**src/inc/iopcn_defines.svh**
```systemverilog
`ifndef IOPCN_DEFINES_SVH
`define IOPCN_DEFINES_SVH

`define IOPCN_ADDR_W 5
`define IOPCN_OFF_DIR 5'h00
`define IOPCN_OFF_HOLD 5'h01
`define IOPCN_OFF_PORT 5'h02
`define IOPCN_OFF_ODC 5'h03
`define IOPCN_OFF_ANCFG 5'h04
`define IOPCN_OFF_CNEN_LO 5'h05
`define IOPCN_OFF_CNEN_HI 5'h06
`define IOPCN_OFF_CNPU_LO 5'h07
`define IOPCN_OFF_CNPU_HI 5'h08
`define IOPCN_OFF_INT1SEL 5'h09
`define IOPCN_OFF_OMAP_10_11 5'h0A
`define IOPCN_OFF_OMAP_12_13 5'h0B
`define IOPCN_OFF_OMAP_18_19 5'h0C
`define IOPCN_OFF_OMAP_20_21 5'h0D
`define IOPCN_OFF_IRQ_STAT 5'h0E
`define IOPCN_OFF_IRQ_MASK 5'h0F
`define IOPCN_OFF_CN_PINS 5'h10

`define IOPCN_RST_DIR 16'hFFFF
`define IOPCN_RST_ANCFG 16'h0000
`define IOPCN_RST_INT1SEL 16'h1F00
`define IOPCN_RST_OMAP 16'h0000
`define IOPCN_MASK_MAP_HI 16'h1F00
`define IOPCN_MASK_MAP_LO 16'h001F
`define IOPCN_MASK_CN_HI 16'h7FFF
`define IOPCN_FLD_HI_LSB 8
`define IOPCN_FLD_LO_LSB 0
`define IOPCN_CN_PINS 31
`define IOPCN_IRQ_BITS 2
`define IOPCN_IRQ_CN 0
`define IOPCN_IRQ_INT1 1

`endif

```
**src/inc/iopcn_pkg.sv**
```systemverilog
package iopcn_pkg;
    typedef logic [15:0] iopcn_word_t;
    typedef logic [4:0] iopcn_code_t;
    typedef logic [30:0] iopcn_cn_t;
endpackage

```
**src/inc/iopcn_sync_if.sv**
```systemverilog
interface iopcn_sync_if #(parameter int W = 16);
    logic [W-1:0] raw;
    logic [W-1:0] synced;
    modport src (output raw, input synced);
    modport snk (input raw, output synced);
endinterface

```
**src/hw/iopcn_sync.sv**
```systemverilog
module iopcn_sync
    import iopcn_pkg::*;
#(
    parameter int W = 16
) (
    // Clock and reset.
    input wire logic clk_i,
    input wire logic srst_i,
    // Asynchronous levels in, synchronised levels out.
    iopcn_sync_if.snk s
);
    logic [W-1:0] meta_q;
    logic [W-1:0] sync_q;

    always_ff @(posedge clk_i) begin
        if (srst_i) begin
            meta_q <= '0;
            sync_q <= '0;
        end else begin
            meta_q <= s.raw;
            sync_q <= meta_q;
        end
    end

    assign s.synced = sync_q;
endmodule

```
**src/hw/iopcn_cn_detect.sv**
```systemverilog
`include "iopcn_defines.svh"
module iopcn_cn_detect
    import iopcn_pkg::*;
(
    // Clock and reset.
    input wire logic clk_i,
    input wire logic srst_i,
    // Synchronised change-notice pin levels and enables.
    input wire iopcn_cn_t level_i,
    input wire iopcn_cn_t enable_i,
    // Asynchronous wake request for sleep, and clocked change pulse.
    input wire iopcn_cn_t raw_i,
    output logic wake_o,
    output logic change_o
);
    iopcn_cn_t prev_q;
    iopcn_cn_t snap_q;
    logic change_q;
    wire iopcn_cn_t diff = (level_i ^ prev_q) & enable_i;

    always_ff @(posedge clk_i) begin
        if (srst_i) begin
            prev_q <= '0;
            snap_q <= '0;
            change_q <= 1'b0;
        end else begin
            prev_q <= level_i;
            snap_q <= level_i;
            change_q <= |diff;
        end
    end

    // Compares the raw pins to the last snapshot without a clock, so a change wakes a stopped core.
    assign wake_o = |((raw_i ^ snap_q) & enable_i);
    assign change_o = change_q;
endmodule

```
**src/hw/iopcn_top.sv**
```systemverilog
// Overview of operation
// - Open-drain bit set makes its pin drive low only, never high.
// - Analog configuration register resets to zero, so shared pins start analog.
// - Port reads return zero for every pin configured as analog.
// - Only analog-configured pins are connected to the converter.
// - Port reads sample the pin levels, not the output hold register.
// - Change detection works without a clock, for sleep wake-up.
// - Up to 31 change-notice inputs can be enabled.
// - Each enable bit lets its pin raise the change interrupt.
// - Each change-notice pin has a weak pull-up enabled by its bit.
// - Output map registers hold the higher pin's function code in bits 12-8.
// - Output map registers hold the lower pin's code in bits 4-0, reset zero.
// - Pin-select bits 15-13 and 7-5 ignore writes and read zero.
`include "iopcn_defines.svh"
module iopcn_top
    import iopcn_pkg::*;
(
    // Clock and reset.
    input wire logic clk_i,
    input wire logic srst_i,
    // Register port.
    input wire logic [`IOPCN_ADDR_W-1:0] addr_i,
    input wire logic [15:0] wdata_i,
    input wire logic wr_i,
    input wire logic rd_i,
    output logic [15:0] rdata_o,
    // Port pins.
    input wire logic [15:0] pin_i,
    output logic [15:0] pin_o,
    output logic [15:0] pin_oe_o,
    output logic [15:0] analog_conn_o,
    // Change-notice pins and pull-ups.
    input wire logic [30:0] cn_pin_i,
    output logic [30:0] pullup_en_o,
    // Remappable pins and peripheral routing.
    input wire logic [25:0] remap_pin_i,
    input wire logic [31:0] periph_out_i,
    output logic [7:0] remap_out_o,
    output logic ext_int1_o,
    // Interrupts.
    output logic irq_o,
    output logic cn_wake_o
);
    iopcn_word_t dir_q, hold_q, odc_q, ancfg_q;
    iopcn_word_t cnen_lo_q, cnen_hi_q, cnpu_lo_q, cnpu_hi_q;
    iopcn_code_t int1_sel_q;
    iopcn_code_t omap_q [8];
    logic [`IOPCN_IRQ_BITS-1:0] stat_q, mask_q;
    logic [15:0] rdata_q;
    logic int1_prev_q;

    iopcn_sync_if #(.W(16)) port_s ();
    iopcn_sync_if #(.W(31)) cn_s ();
    iopcn_sync_if #(.W(26)) rp_s ();
    assign port_s.raw = pin_i;
    assign cn_s.raw = cn_pin_i;
    assign rp_s.raw = remap_pin_i;

    iopcn_sync #(.W(16)) u_port_sync (.clk_i(clk_i), .srst_i(srst_i), .s(port_s));
    iopcn_sync #(.W(31)) u_cn_sync (.clk_i(clk_i), .srst_i(srst_i), .s(cn_s));
    iopcn_sync #(.W(26)) u_rp_sync (.clk_i(clk_i), .srst_i(srst_i), .s(rp_s));

    // Write decode.
    wire wr_dir = wr_i && addr_i == `IOPCN_OFF_DIR;
    wire wr_hold = wr_i && addr_i == `IOPCN_OFF_HOLD;
    wire wr_port = wr_i && addr_i == `IOPCN_OFF_PORT;
    wire wr_odc = wr_i && addr_i == `IOPCN_OFF_ODC;
    wire wr_ancfg = wr_i && addr_i == `IOPCN_OFF_ANCFG;
    wire wr_cnen_lo = wr_i && addr_i == `IOPCN_OFF_CNEN_LO;
    wire wr_cnen_hi = wr_i && addr_i == `IOPCN_OFF_CNEN_HI;
    wire wr_cnpu_lo = wr_i && addr_i == `IOPCN_OFF_CNPU_LO;
    wire wr_cnpu_hi = wr_i && addr_i == `IOPCN_OFF_CNPU_HI;
    wire wr_int1 = wr_i && addr_i == `IOPCN_OFF_INT1SEL;
    wire wr_stat = wr_i && addr_i == `IOPCN_OFF_IRQ_STAT;
    wire wr_mask = wr_i && addr_i == `IOPCN_OFF_IRQ_MASK;
    wire [3:0] wr_omap = {wr_i && addr_i == `IOPCN_OFF_OMAP_20_21, wr_i && addr_i == `IOPCN_OFF_OMAP_18_19,
                          wr_i && addr_i == `IOPCN_OFF_OMAP_12_13, wr_i && addr_i == `IOPCN_OFF_OMAP_10_11};

    // Port reads take pin levels, with analog pins forced low.
    wire iopcn_word_t port_view = port_s.synced & ancfg_q;
    wire iopcn_cn_t cn_enable = {cnen_hi_q[14:0], cnen_lo_q};
    wire iopcn_cn_t cn_level = cn_s.synced;

    // Change detection and external interrupt 1.
    logic cn_change;
    iopcn_cn_detect u_cn_detect (
        .clk_i(clk_i),
        .srst_i(srst_i),
        .level_i(cn_level),
        .enable_i(cn_enable),
        .raw_i(cn_pin_i),
        .wake_o(cn_wake_o),
        .change_o(cn_change)
    );

    wire int1_level = (int1_sel_q < 5'd26) ? rp_s.synced[int1_sel_q] : 1'b0;
    wire int1_rise = int1_level && !int1_prev_q;
    wire [`IOPCN_IRQ_BITS-1:0] irq_set = {int1_rise, cn_change};

    // Read mux.
    logic [15:0] rd_mux;
    always_comb begin
        case (addr_i)
            `IOPCN_OFF_DIR: rd_mux = dir_q;
            `IOPCN_OFF_HOLD: rd_mux = hold_q;
            `IOPCN_OFF_PORT: rd_mux = port_view;
            `IOPCN_OFF_ODC: rd_mux = odc_q;
            `IOPCN_OFF_ANCFG: rd_mux = ancfg_q;
            `IOPCN_OFF_CNEN_LO: rd_mux = cnen_lo_q;
            `IOPCN_OFF_CNEN_HI: rd_mux = cnen_hi_q;
            `IOPCN_OFF_CNPU_LO: rd_mux = cnpu_lo_q;
            `IOPCN_OFF_CNPU_HI: rd_mux = cnpu_hi_q;
            `IOPCN_OFF_INT1SEL: rd_mux = {3'h0, int1_sel_q, 8'h00};
            `IOPCN_OFF_OMAP_10_11: rd_mux = {3'h0, omap_q[1], 3'h0, omap_q[0]};
            `IOPCN_OFF_OMAP_12_13: rd_mux = {3'h0, omap_q[3], 3'h0, omap_q[2]};
            `IOPCN_OFF_OMAP_18_19: rd_mux = {3'h0, omap_q[5], 3'h0, omap_q[4]};
            `IOPCN_OFF_OMAP_20_21: rd_mux = {3'h0, omap_q[7], 3'h0, omap_q[6]};
            `IOPCN_OFF_IRQ_STAT: rd_mux = {14'h0000, stat_q};
            `IOPCN_OFF_IRQ_MASK: rd_mux = {14'h0000, mask_q};
            `IOPCN_OFF_CN_PINS: rd_mux = cn_level[15:0];
            default: rd_mux = 16'h0000;
        endcase
    end

    always_ff @(posedge clk_i) begin
        if (srst_i) begin
            dir_q <= `IOPCN_RST_DIR;
            hold_q <= '0;
            odc_q <= '0;
            ancfg_q <= `IOPCN_RST_ANCFG;
            cnen_lo_q <= '0;
            cnen_hi_q <= '0;
            cnpu_lo_q <= '0;
            cnpu_hi_q <= '0;
            int1_sel_q <= 5'(`IOPCN_RST_INT1SEL >> `IOPCN_FLD_HI_LSB);
        end else begin
            if (wr_dir) begin
                dir_q <= wdata_i;
            end
            if (wr_hold || wr_port) begin
                hold_q <= wdata_i;
            end
            if (wr_odc) begin
                odc_q <= wdata_i;
            end
            if (wr_ancfg) begin
                ancfg_q <= wdata_i;
            end
            if (wr_cnen_lo) begin
                cnen_lo_q <= wdata_i;
            end
            if (wr_cnen_hi) begin
                cnen_hi_q <= wdata_i & `IOPCN_MASK_CN_HI;
            end
            if (wr_cnpu_lo) begin
                cnpu_lo_q <= wdata_i;
            end
            if (wr_cnpu_hi) begin
                cnpu_hi_q <= wdata_i & `IOPCN_MASK_CN_HI;
            end
            if (wr_int1) begin
                int1_sel_q <= wdata_i[12:8];
            end
        end
    end

    for (genvar g = 0; g < 4; g++) begin : g_omap
        always_ff @(posedge clk_i) begin
            if (srst_i) begin
                omap_q[2*g] <= '0;
                omap_q[2*g+1] <= '0;
            end else if (wr_omap[g]) begin
                omap_q[2*g] <= wdata_i[4:0];
                omap_q[2*g+1] <= wdata_i[12:8];
            end
        end
        assign remap_out_o[2*g] = periph_out_i[omap_q[2*g]];
        assign remap_out_o[2*g+1] = periph_out_i[omap_q[2*g+1]];
    end

    // Sticky status: a new event wins over a write-one clear in the same cycle.
    always_ff @(posedge clk_i) begin
        if (srst_i) begin
            stat_q <= '0;
            mask_q <= '0;
            int1_prev_q <= 1'b0;
            rdata_q <= '0;
        end else begin
            stat_q <= (stat_q & ~(wr_stat ? wdata_i[1:0] : 2'b00)) | irq_set;
            if (wr_mask) begin
                mask_q <= wdata_i[1:0];
            end
            int1_prev_q <= int1_level;
            rdata_q <= rd_i ? rd_mux : 16'h0000;
        end
    end

    assign rdata_o = rdata_q;
    assign irq_o = |(stat_q & mask_q);
    assign ext_int1_o = int1_level;

    // Pin drive: open-drain pins only pull low.
    assign pin_o = hold_q;
    assign pin_oe_o = ~dir_q & (~odc_q | ~hold_q);
    assign analog_conn_o = ~ancfg_q;
    assign pullup_en_o = {cnpu_hi_q[14:0], cnpu_lo_q};

    property p_od_no_high;
        @(posedge clk_i) disable iff (srst_i)
        (odc_q != 16'h0000) |-> ((pin_oe_o & odc_q & pin_o) == 16'h0000);
    endproperty
    a_od_no_high: assert property (p_od_no_high) else $error("Open-drain pin driven high.");

    property p_analog_reads_low;
        @(posedge clk_i) disable iff (srst_i)
        (rd_i && addr_i == `IOPCN_OFF_PORT) |=> ((rdata_o & ~ancfg_q) == 16'h0000);
    endproperty
    a_analog_reads_low: assert property (p_analog_reads_low) else $error("Analog pin read high.");

    property p_port_reads_pin;
        @(posedge clk_i) disable iff (srst_i)
        (rd_i && addr_i == `IOPCN_OFF_PORT) |=> (rdata_o == ($past(pin_i, 3) & ancfg_q)) || $changed(ancfg_q)
            || !$stable(pin_i);
    endproperty
    a_port_reads_pin: assert property (p_port_reads_pin) else $error("Port read not the pin level.");

    property p_cn_change;
        @(posedge clk_i) disable iff (srst_i)
        (((cn_level ^ $past(cn_level)) & cn_enable) != '0) |-> ##2 stat_q[`IOPCN_IRQ_CN];
    endproperty
    a_cn_change: assert property (p_cn_change) else $error("Change event not flagged.");

    property p_map_unimpl_zero;
        @(posedge clk_i) disable iff (srst_i)
        (rd_i && addr_i >= `IOPCN_OFF_INT1SEL && addr_i <= `IOPCN_OFF_OMAP_20_21) |=> ((rdata_o & 16'hE0E0) == 16'h0000);
    endproperty
    a_map_unimpl_zero: assert property (p_map_unimpl_zero) else $error("Unimplemented bits read nonzero.");

    property p_omap_write;
        @(posedge clk_i) disable iff (srst_i)
        wr_omap[0] |=> (omap_q[1] == $past(wdata_i[12:8]) && omap_q[0] == $past(wdata_i[4:0]));
    endproperty
    a_omap_write: assert property (p_omap_write) else $error("Output map fields wrong.");

    property p_int1_reset;
        @(posedge clk_i) $fell(srst_i) |-> (int1_sel_q == 5'h1F && ancfg_q == 16'h0000);
    endproperty
    a_int1_reset: assert property (p_int1_reset) else $error("Reset values wrong.");

    property p_pullup_map;
        @(posedge clk_i) disable iff (srst_i)
        wr_cnpu_lo |=> (pullup_en_o[15:0] == $past(wdata_i));
    endproperty
    a_pullup_map: assert property (p_pullup_map) else $error("Pull-up enable mismatch.");

    property p_irq_level;
        @(posedge clk_i) disable iff (srst_i)
        (stat_q[`IOPCN_IRQ_CN] && mask_q[`IOPCN_IRQ_CN]) |-> irq_o;
    endproperty
    a_irq_level: assert property (p_irq_level) else $error("Interrupt not raised.");
endmodule

```
**config.mk**
```make
export PLATFORM = sky130hd
export DESIGN_NAME = iopcn_top
export DESIGN_NICKNAME = d
export VERILOG_FILES = /design/src/inc/iopcn_pkg.sv /design/src/inc/iopcn_sync_if.sv /design/src/hw/iopcn_sync.sv /design/src/hw/iopcn_cn_detect.sv /design/src/hw/iopcn_top.sv
export VERILOG_INCLUDE_DIRS = /design/src /design/src/inc
export SDC_FILE = /design/constraint.sdc
export NUM_CORES = 1
export LEC_CHECK = 0
export ABC_AREA = 1
export BUFFER_PORTS_ARGS = -buffer_cell sky130_fd_sc_hd__buf_2
export CAP_MARGIN = 20
export CELL_PAD_IN_SITES_DETAIL_PLACEMENT = 1
export CELL_PAD_IN_SITES_GLOBAL_PLACEMENT = 2
export CORE_UTILIZATION = 32
export DETAILED_ROUTE_END_ITERATION = 12
export PLACE_DENSITY = 0.85
export SLEW_MARGIN = 25
export SYNTH_ARGS = -nofsm -noshare
export SYNTH_HDL_FRONTEND = slang
export SYNTH_SLANG_ARGS = --single-unit
```
**constraint.sdc**
```tcl
create_clock -name clk_i -period 2.7 [get_ports clk_i]
set_clock_uncertainty 0.15 [all_clocks]
set_input_delay 0 -clock clk_i [delete_from_list [all_inputs] [get_ports clk_i]]
set_output_delay 0 -clock clk_i [all_outputs]
set_load 0.1 [all_outputs]
```
== Word-level counts from Yosys, hierarchy flattened ==
Memory sizes are Yosys's and may differ from the RTL's.
Index checks and enable logic that the tools add are counted.

* Register bits: 330
* Bits in writable memories: 40
* Input bits: 130
* Logic and storage cells: 139
* Memories: 1

{| class="wikitable"
|+ Memory list
! memory !! words !! width !! rd ports !! clocked after memory_dff !! write ports !! line !! source
|-
| omap_q || 8 || 5 || 8 || 0 || 8 || iopcn_top.sv:47 || <nowiki>iopcn_code_t omap_q [8];</nowiki>
|}

* $lt $le $gt $ge: 10
* Equal/unequal tests: 16
* Mux-type cells: 43
* Bitwise gates (word level): 24
* Reductions and logical operators: 24

{| class="wikitable"
|+ Operator list
! operator !! number
|-
| 16-bit one-hot mux with 17 select lines || 1
|-
| 16-bit inverter || 4
|-
| 31-bit bitwise AND || 2
|-
| 31-bit OR reduction || 2
|-
| 31-bit bitwise XOR || 2
|-
| 5-bit by 6-bit < comparator with 1-bit output (second input constant) || 9
|-
| 1-bit binary-select mux with 5-bit select || 9
|-
| 5-bit by 4-bit == test with 1-bit output (second input constant) || 8
|-
| 5-bit 2-to-1 mux || 8
|-
| 16-bit bitwise AND || 2
|-
| 1-bit 2-to-1 mux || 24
|-
| 5-bit by 3-bit == test with 1-bit output (second input constant) || 4
|-
| 1-bit logical AND || 17
|-
| 16-bit OR || 1
|-
| 5-bit by 2-bit == test with 1-bit output (second input constant) || 2
|-
| 1-bit OR || 8
|-
| 5-bit by 1-bit == test with 1-bit output (second input constant) || 1
|-
| 5-bit == test (second input constant) || 1
|-
| 5-bit zero test || 1
|-
| 5-bit < comparator (second input constant) || 1
|-
| 2-bit bitwise AND || 2
|-
| 2-bit OR reduction || 2
|-
| 2-bit 2-to-1 mux || 1
|-
| 2-bit inverter || 1
|-
| other kinds (4) || 4
|}

== Logic depth before layout (Yosys ltp) ==
Gate-level depths: netlist of the first run.

* Word-level depth: 6
* Depth in mapped cells: 11

== Hierarchy ==
Synthesis of the first run repeated with hierarchy kept, for this count alone.

* Cells, all modules: 2,623
* Area, all modules: 17,544.3 µm²

{| class="wikitable"
|+ Modules (own cells, without submodules)
! module !! instances !! cells each !! area each (µm²)
|-
| iopcn_top || 1 || 1,792 || 11,268.3
|-
| iopcn_cn_detect || 1 || 377 || 2,077.0
|-
| iopcn_sync at u_cn_sync || 1 || 193 || 1,785.5
|-
| iopcn_sync at u_rp_sync || 1 || 162 || 1,498.9
|-
| iopcn_sync at u_port_sync || 1 || 99 || 914.6
|}

== Worst setup path before layout of the first run ==
OpenSTA, ideal clock, no wires.

* Path kind: register to output
* From: register hold_q[2] (netlist: pin_o[2])
* To: output port pin_oe_o[2]
* Data arrival time: 2.293 ns
* Slack: 0.257 ns
* Stages on the path, launching flop included: 2
* Buffers on the path: 0
* Cell sequence: dfxtp_1 > a21oi_1

* Longest elaborated chain between the ends: 3

{| class="wikitable"
|+ RTL lines
! what !! line !! source
|-
| from (decl) || iopcn_top.sv:44 || <nowiki>iopcn_word_t dir_q, hold_q, odc_q, ancfg_q;</nowiki>
|-
| from (signal assigned) || iopcn_top.sv:141 || <nowiki>hold_q <= wdata_i;</nowiki>
|-
| 16-bit inverter || iopcn_top.sv:204 || <nowiki>assign pin_oe_o = ~dir_q & (~odc_q | ~hold_q);</nowiki>
|-
| 16-bit OR || iopcn_top.sv:204 ||
|-
| 16-bit bitwise AND || iopcn_top.sv:204 ||
|-
| to (decl) || iopcn_top.sv:30 || <nowiki>output logic [15:0] pin_oe_o,</nowiki>
|}

No other way between the ends.

==> run metrics, run 1 <==
status=complete, no violations; Yosys cell types=26; CP startpoint kind=flop; Gate Count Post-Synth=2502; Most common cell on crit path=nand2_1; All-Layer GR Usage=27.22%; die area=0.05411 mm^2; Max Cap Viol=0; fin cells=3532; drt wl/cell=approximately 21 um; iteration count of the initial detailed-routing pass=5; initial antenna violation count=2; total gr overflow=0; Vias/cell=around 5; post-layout minimum cycle time=2.591 ns; Setup Crit Path Kind=flop to output pin; I/O pins=about 240; synthesized area=0.01702 mm^2; CTS clk-pin slew, worst paths=0.06 ns; worst r2r dst=rdata_o[8]$_SDFF_PP0_; first-pass GRT wire length=110700 um; CTS tree=yes; Pwr Density=roughly 610 mW/mm^2; die width=232.6 um; RSZ-0062 raised after global routing=false; Area Overhead vs Synth=26.26%; Worst Hold Class=primary input to flop; DRC=0; sum of negative setup slack=0 ns; worst endpoint required time=between 2 and 3 ns; starting DRC count in detailed routing=1261; clock sink count=370; final hold violation count=0; syn_area_per_cell=6.803 um^2; worst setup path end=remap_out_o[1]; Clk Tree Root Cell=clkbuf_16; Seq/Total Area, Yosys=45.87%; worst relative slew slack=36.16%; register-to-register setup slack=approximately 0.91 ns; H-Tree Depth=2; slowest library cell on the worst path=edfxtp_1; std cell rows=84; Area contributors post-synth=dfxtp_1, nand2_1, inv_1, nor2_1, a21oi_1; CP startpoint=omap_q[0][6]$_SDFFCE_PN0P_; Initial Utilization=32.39%; total number of vias=17.92k; Ys Warns=0; Worst Tran Pin Value=0.9576 ns; Clock Latency Late Sink=~0.55 ns; Buffers on Ports=235; final wirelength=74350 um; #FFs+latches synth=370; final period utilization=between 90 and 100%; ratio of cells with drive above 1 in the final layout=13.33%; CP max stage delay=0.61 ns; fmax=slightly below 400 MHz; die height=232.6 um; number of buffers created by CTS=41; worst-case reg-to-reg path depth=8; most common cell after layout, fill and taps aside=nand2_1; CP max FO=12; Power, Total=~13 mW; area fraction of the dominant cell type after synthesis=about two fifths; dpl cells=3319; hpwl dp=roughly 54000 um; CP Cell Sequence=inv_1 > nand3_1 > nand2_1 > a21oi_1 > o31ai_1 > nand2_1 > nand2_1 > nand2_1 > buf_2; Final Util=40.89%; Routed Antenna Nets=0; Critical Path Sink Type=output pin; number of global-route vias before repair=17.90k; Layout Nets=between 2k and 3k; R2R Path Start=int1_sel_q[0]$_SDFFE_PP1P_; VDD IR-drop max=333.3 uV; Placer Congestion=0.9236; leading area contributor after synthesis=dfxtp_1; highest-count cells in the layout ignoring fill and taps=nand2_1, inv_1, nor2_1; Setup violations, final=0; pin count of the biggest net entering global routing=206; area of the core=0.05255 mm^2; Syn Nets=2632; Slew Limit Fails=0; Leakage=9.925 nW; maximum root-to-sink buffer count=3; crit path DAT=approximately 2.4 ns; ANT cells=0
## what timing repair did
| action | 4_1_cts | 5_1_grt |
|---|---|---|
| gates resized for setup | 1 | 13 |
| endpoints found under the hold margin | 277 | 0 |
| hold buffers | 125 | 0 |
| setup endpoints to repair | 1 | 9 |
| buffers inserted | 2 | 12 |
## metal layers
metal  vias up  GRT usage [%]  routed length (um)
met5         -              0                   8
met4         2          10.48                2905
met3       144          2.782                3564
met2       504          45.30               34720
met1      8733          36.11               33150
li1       8539              -                   -
## report_power, final
part           internal, mW  switching, mW  leakage (nW)
clock                  3.21           2.30         0.654
sequential             5.74          0.135          3.08
combinational         0.508           1.21          6.19
total                  9.46           3.64          9.92
## synthesized netlist by cell type, drive strengths merged
master,number
clkinv,6
o211ai,6
o21ai,218
nand2,468
nor2,377
nor3,7
clkbuf,103
a22o,1
edfxtp,40
or2,1
buf,41
nand4,13
dfxtp,330
nand3,144
xnor2,7
o31ai,32
o22ai,54
a21oi,256
inv,398
## per-stage QoR
stage | area, um^2 | setup slack, ns | hold WS, ns
2_1_floorplan | 17020 | 0.2568 | -0.04303
3_3_place_gp | 18770 | 0.6026 | 0.05173
3_5_place_dp | 18770 | 0.5305 | 0.06030
4_1_cts | 21360 | 0.001577 | 0.006702
5_1_grt | 21490 | 0.008903 | 0.006085
6_report | 21490 | 0.1091 | 0.007671
## critical path, delay by kind of cell (launching register included)
family,cells,cell delay [ns]
buffers and inverters,2,0.61
and+or+nand+nor,5,0.44
AOI/OAI and AO/OA,2,0.24
DFF,1,0.61
## cell type report
| type | instances | area (um^2) |
|---|---|---|
| clock buffers | 60 | 1210 |
| clock inverters | 14 | 105.1 |
| fillers | 6715 | 31060 |
| inverters | 404 | 1554 |
| multi-input cells | 1584 | 7108 |
| flip-flops and latches | 370 | 7810 |
| well taps | 688 | 860.8 |
| repair buffers | 412 | 2841 |
## cell families (layout without fill, tap and decap cells)
group,Yosys count,in the layout,synth area share [%]
compound gates,567,567,17.65
xor+xnor,7,7,0.3602
buf+inv,548,890,12.38
flops,370,370,45.87
simple gates,1010,1010,23.74
## how the worst min path moves through the flow
stage	startpoint	to	slack, ns	cells after the start
3_3_place_gp	remap_pin_i[21]	u_rp_sync.meta_q[21]$_SDFF_PP0_	0.05	3
5_1_grt	addr_i[4]	rdata_o[1]$_SDFF_PP0_	0.006	6
3_5_place_dp	remap_pin_i[21]	u_rp_sync.meta_q[21]$_SDFF_PP0_	0.06	3
2_1_floorplan	cn_pin_i[0]	u_cn_sync.meta_q[0]$_SDFF_PP0_	-0.04	2
6_report	addr_i[4]	rdata_o[1]$_SDFF_PP0_	0.008	6
4_1_cts	addr_i[4]	rdata_o[1]$_SDFF_PP0_	0.007	6
## registers in the layout, summed over array words and instances (netlist names), 26 cells and up
| register | cells |
|---|---|
| u_cn_sync.s.synced | 31 |
| omap_q | 40 |
| u_rp_sync.s.synced | 26 |
| u_cn_sync.meta_q | 31 |
| u_rp_sync.meta_q | 26 |
| u_cn_detect.prev_q | 31 |
(Power assumes the default switching activity.)
==> run 2, diff against run 1 <==
--- a/config.mk
+++ b/config.mk
@@ -13,7 +13,7 @@
 export CELL_PAD_IN_SITES_GLOBAL_PLACEMENT = 2
 export CORE_UTILIZATION = 32
 export DETAILED_ROUTE_END_ITERATION = 12
-export PLACE_DENSITY = 0.85
+export PLACE_DENSITY_LB_ADDON = 0.1
 export SLEW_MARGIN = 25
 export SYNTH_ARGS = -nofsm -noshare
 export SYNTH_HDL_FRONTEND = slang
==> run 2 against run 1 <==
Compared with the run above:
- worst hold slack better by 0.039 ns
- sequential share of layout area is 0.78 points lower
- fmax is 1.3% higher
- non-clock buffer count is 38 higher
- wire length is 3.9% higher
- sequential power hardly changed
- design area is 2.2% higher
- setup slack better by 0.033 ns
- critical path depth stayed put
- utilization is 0.89 points higher
- die area stayed put
- clock power is 8.3% higher
- critical path type unchanged
- largest cell class unchanged
- largest power group is now the clock network
==> run metrics, run 2 (synthesis results as in run 1) <==
status=complete, no violations (unchanged); highest-count cells in the layout ignoring fill and taps=nand2_1, inv_1, nor2_1 (unchanged); final period utilization=94.72% (was 95.96%); CTS clk-pin slew, worst paths=0.06 ns (about the same); crit path DAT=2.41 ns (was 2.44 ns); worst relative slew slack=37.01% (was 36.16%); std cell rows=84 (unchanged); most common cell after layout, fill and taps aside=nand2_1 (unchanged); Max Cap Viol=0 (unchanged); placed inst area=0.01882 mm^2 (was 0.01877 mm^2); All-Layer GR Usage=28.32% (was 27.22%); drt wl/cell=21.58 um (was 21.05 um); iteration count of the initial detailed-routing pass=6 (was 5); Clock Latency Late Sink=0.58 ns (was 0.55 ns); Area Overhead vs Synth=28.99% (was 26.26%); die area=0.05411 mm^2 (unchanged); GRT met2 Usage=44.03% (was 45.30%); worst-case reg-to-reg path depth=8 (unchanged); Pwr Density=620.8 mW/mm^2 (was 609.4 mW/mm^2); max reg flops=40 (unchanged); CP startpoint=int1_sel_q[1]$_SDFFE_PP1P_ (was omap_q[0][6]$_SDFFCE_PN0P_); first-pass GRT wire length=113900 um (was 110700 um); sum of negative setup slack=0 ns (unchanged); Slew Limit Fails=0 (unchanged); hpwl dp=54820 um (was 54150 um); Routed Antenna Nets=0 (unchanged); final hold violation count=0 (unchanged); post-route design area=0.02195 mm^2 (was 0.02149 mm^2); area of the core=0.05255 mm^2 (unchanged); Initial Utilization=32.39% (unchanged); ratio of cells with drive above 1 in the final layout=13.88% (was 13.33%); # fillers=6652 (was 6715); CP max FO=9 (was 12); I/O pins=236 (unchanged); Leakage=10.19 nW (was 9.925 nW); total gr overflow=0 (unchanged); Critical Path Sink Type=output pin (unchanged); initial antenna violation count=2 (unchanged); Clk Tree Root Cell=clkbuf_16 (unchanged); RSZ-0062 raised after global routing=false (unchanged); die width=232.6 um (unchanged); H-Tree Depth=2 (unchanged); Worst Tran Pin Value=0.9448 ns (was 0.9576 ns); total number of vias=18.16k (was 17.92k); number of buffers created by CTS=44 (was 41); met1 Usage GRT=41.00% (was 36.11%); clock sink count=370 (unchanged); worst r2r dst=stat_q[1]$_SDFF_PP0_ (was rdata_o[8]$_SDFF_PP0_); CTS tree=yes (unchanged); register-to-register setup slack=0.89 ns (was 0.91 ns); CP startpoint kind=flop (unchanged); Buffers on Ports=235 (unchanged); VDD IR-drop max=406.8 uV (was 333.3 uV); hold path start=remap_pin_i[4] (was addr_i[4]); R2R Path Start=int1_sel_q[1]$_SDFFE_PP1P_ (was int1_sel_q[0]$_SDFFE_PP1P_); Setup violations, final=0 (unchanged); number of global-route vias before repair=17.76k (was 17.90k); final wirelength=77230 um (was 74350 um); die height=232.6 um (unchanged); Final Util=41.78% (was 40.89%); Layout Nets=2984 (was 2943); post-layout minimum cycle time=2.557 ns (was 2.591 ns); register with the most flip-flops=omap_q (unchanged); maximum root-to-sink buffer count=3 (unchanged); pin count of the biggest net entering global routing=155 (was 206); Worst Hold Class=primary input to flop (unchanged); starting DRC count in detailed routing=1560 (was 1261); fmax=391.0 MHz (was 386.0 MHz); DRC=0 (unchanged); GR Layer Usage met3=3.689% (was 2.782%); Setup Crit Path Kind=flop to output pin (unchanged); worst endpoint required time=2.55 ns (about the same); worst setup path end=ext_int1_o (was remap_out_o[1]); Vias/cell=5.075 (was 5.074); Placer Congestion=0.9299 (was 0.9236); layer carrying the most global-route usage=met2 (unchanged)
run 2: cell count changes in the layout (fill, tap and decap cells not counted), sizes merged, moves of 2 or more:
| cell | before | now |
|---|---|---|
| buf | 285 | 305 |
| dlygate4sd3 | 125 | 141 |
| clkbuf | 62 | 73 |
| clkinvlp | 11 | 7 |
| clkinv | 10 | 13 |
| diode | 0 | 2 |
| inv | 396 | 394 |
run 2: metrics by stage:
stage | setup slack, ns | std cells | power (mW) | hold slack [ns]
6_report | 0.1425 | 3579 | 13.63 | 0.04691
5_1_grt | 0.009936 | 3577 | 14.14 | 0.05509
4_1_cts | 0.01885 | 3548 | 13.66 | 0.00006434
3_5_place_dp | 0.4465 | 3325 | 7.556 | 0.06067
3_3_place_gp | 0.4137 | 3325 | 7.526 | 0.05826
2_1_floorplan | 0.2568 | 2502 | 6.963 | -0.04303
run 2: routing by layer:
layer,up-vias,part of all wire [%],wire (um)
met5,-,0,0
met2,589,44,33950
met3,106,6.2,4815
met4,0,2.2,1687
met1,8853,48,36780
li1,8616,-,-
run 2: worst max-delay path, stage by stage (launching register included):
cell and delay [ns]:
dfxtp_1 0.51, clkinv_2 0.30, nand3_1 0.17, nand3_1 0.08
nand2_1 0.07, nand2_1 0.05, nand3_1 0.10, nand2_1 0.11
inv_1 0.09, clkbuf_4 0.33
run 2: worst min-delay path by stage:
stage	to	slack [ns]	cells after the start
2_1_floorplan	u_cn_sync.meta_q[0]$_SDFF_PP0_	-0.04	2
3_3_place_gp	u_rp_sync.meta_q[21]$_SDFF_PP0_	0.06	3
3_5_place_dp	u_port_sync.meta_q[5]$_SDFF_PP0_	0.06	3
4_1_cts	u_port_sync.meta_q[6]$_SDFF_PP0_	0.00006	4
5_1_grt	u_port_sync.meta_q[1]$_SDFF_PP0_	0.06	4
6_report	u_rp_sync.meta_q[4]$_SDFF_PP0_	0.05	4
run 2: what timing repair did:
action,4_1_cts,5_1_grt
buffers inserted,0,29
endpoints found under the hold margin,269,0
hold buffers,142,0
resized for setup,4,12
setup endpoints to repair,4,10
run 2: final cells by class:
type | instances | area [um^2] | area share [%]
Multi-Input combinational cell | 1584 | 7116 | 32.41
Antenna cell | 2 | 5.005 | 0.02280
Inverter | 404 | 1543 | 7.027
Clock inverter | 11 | 93.84 | 0.4274
Timing Repair Buffer | 450 | 3177 | 14.47
Tap cell | 688 | 860.8 | 3.921
Sequential cell | 370 | 7807 | 35.56
Clock buffer | 70 | 1353 | 6.161
run 2: power breakdown:
| group | leakage [nW] | total [mW] | internal (mW) | switching (mW) |
|---|---|---|---|---|
| clock | 0.713 | 5.97 | 3.53 | 2.44 |
| sequential | 3.08 | 5.87 | 5.74 | 0.128 |
| combinational | 6.40 | 1.79 | 0.544 | 1.25 |
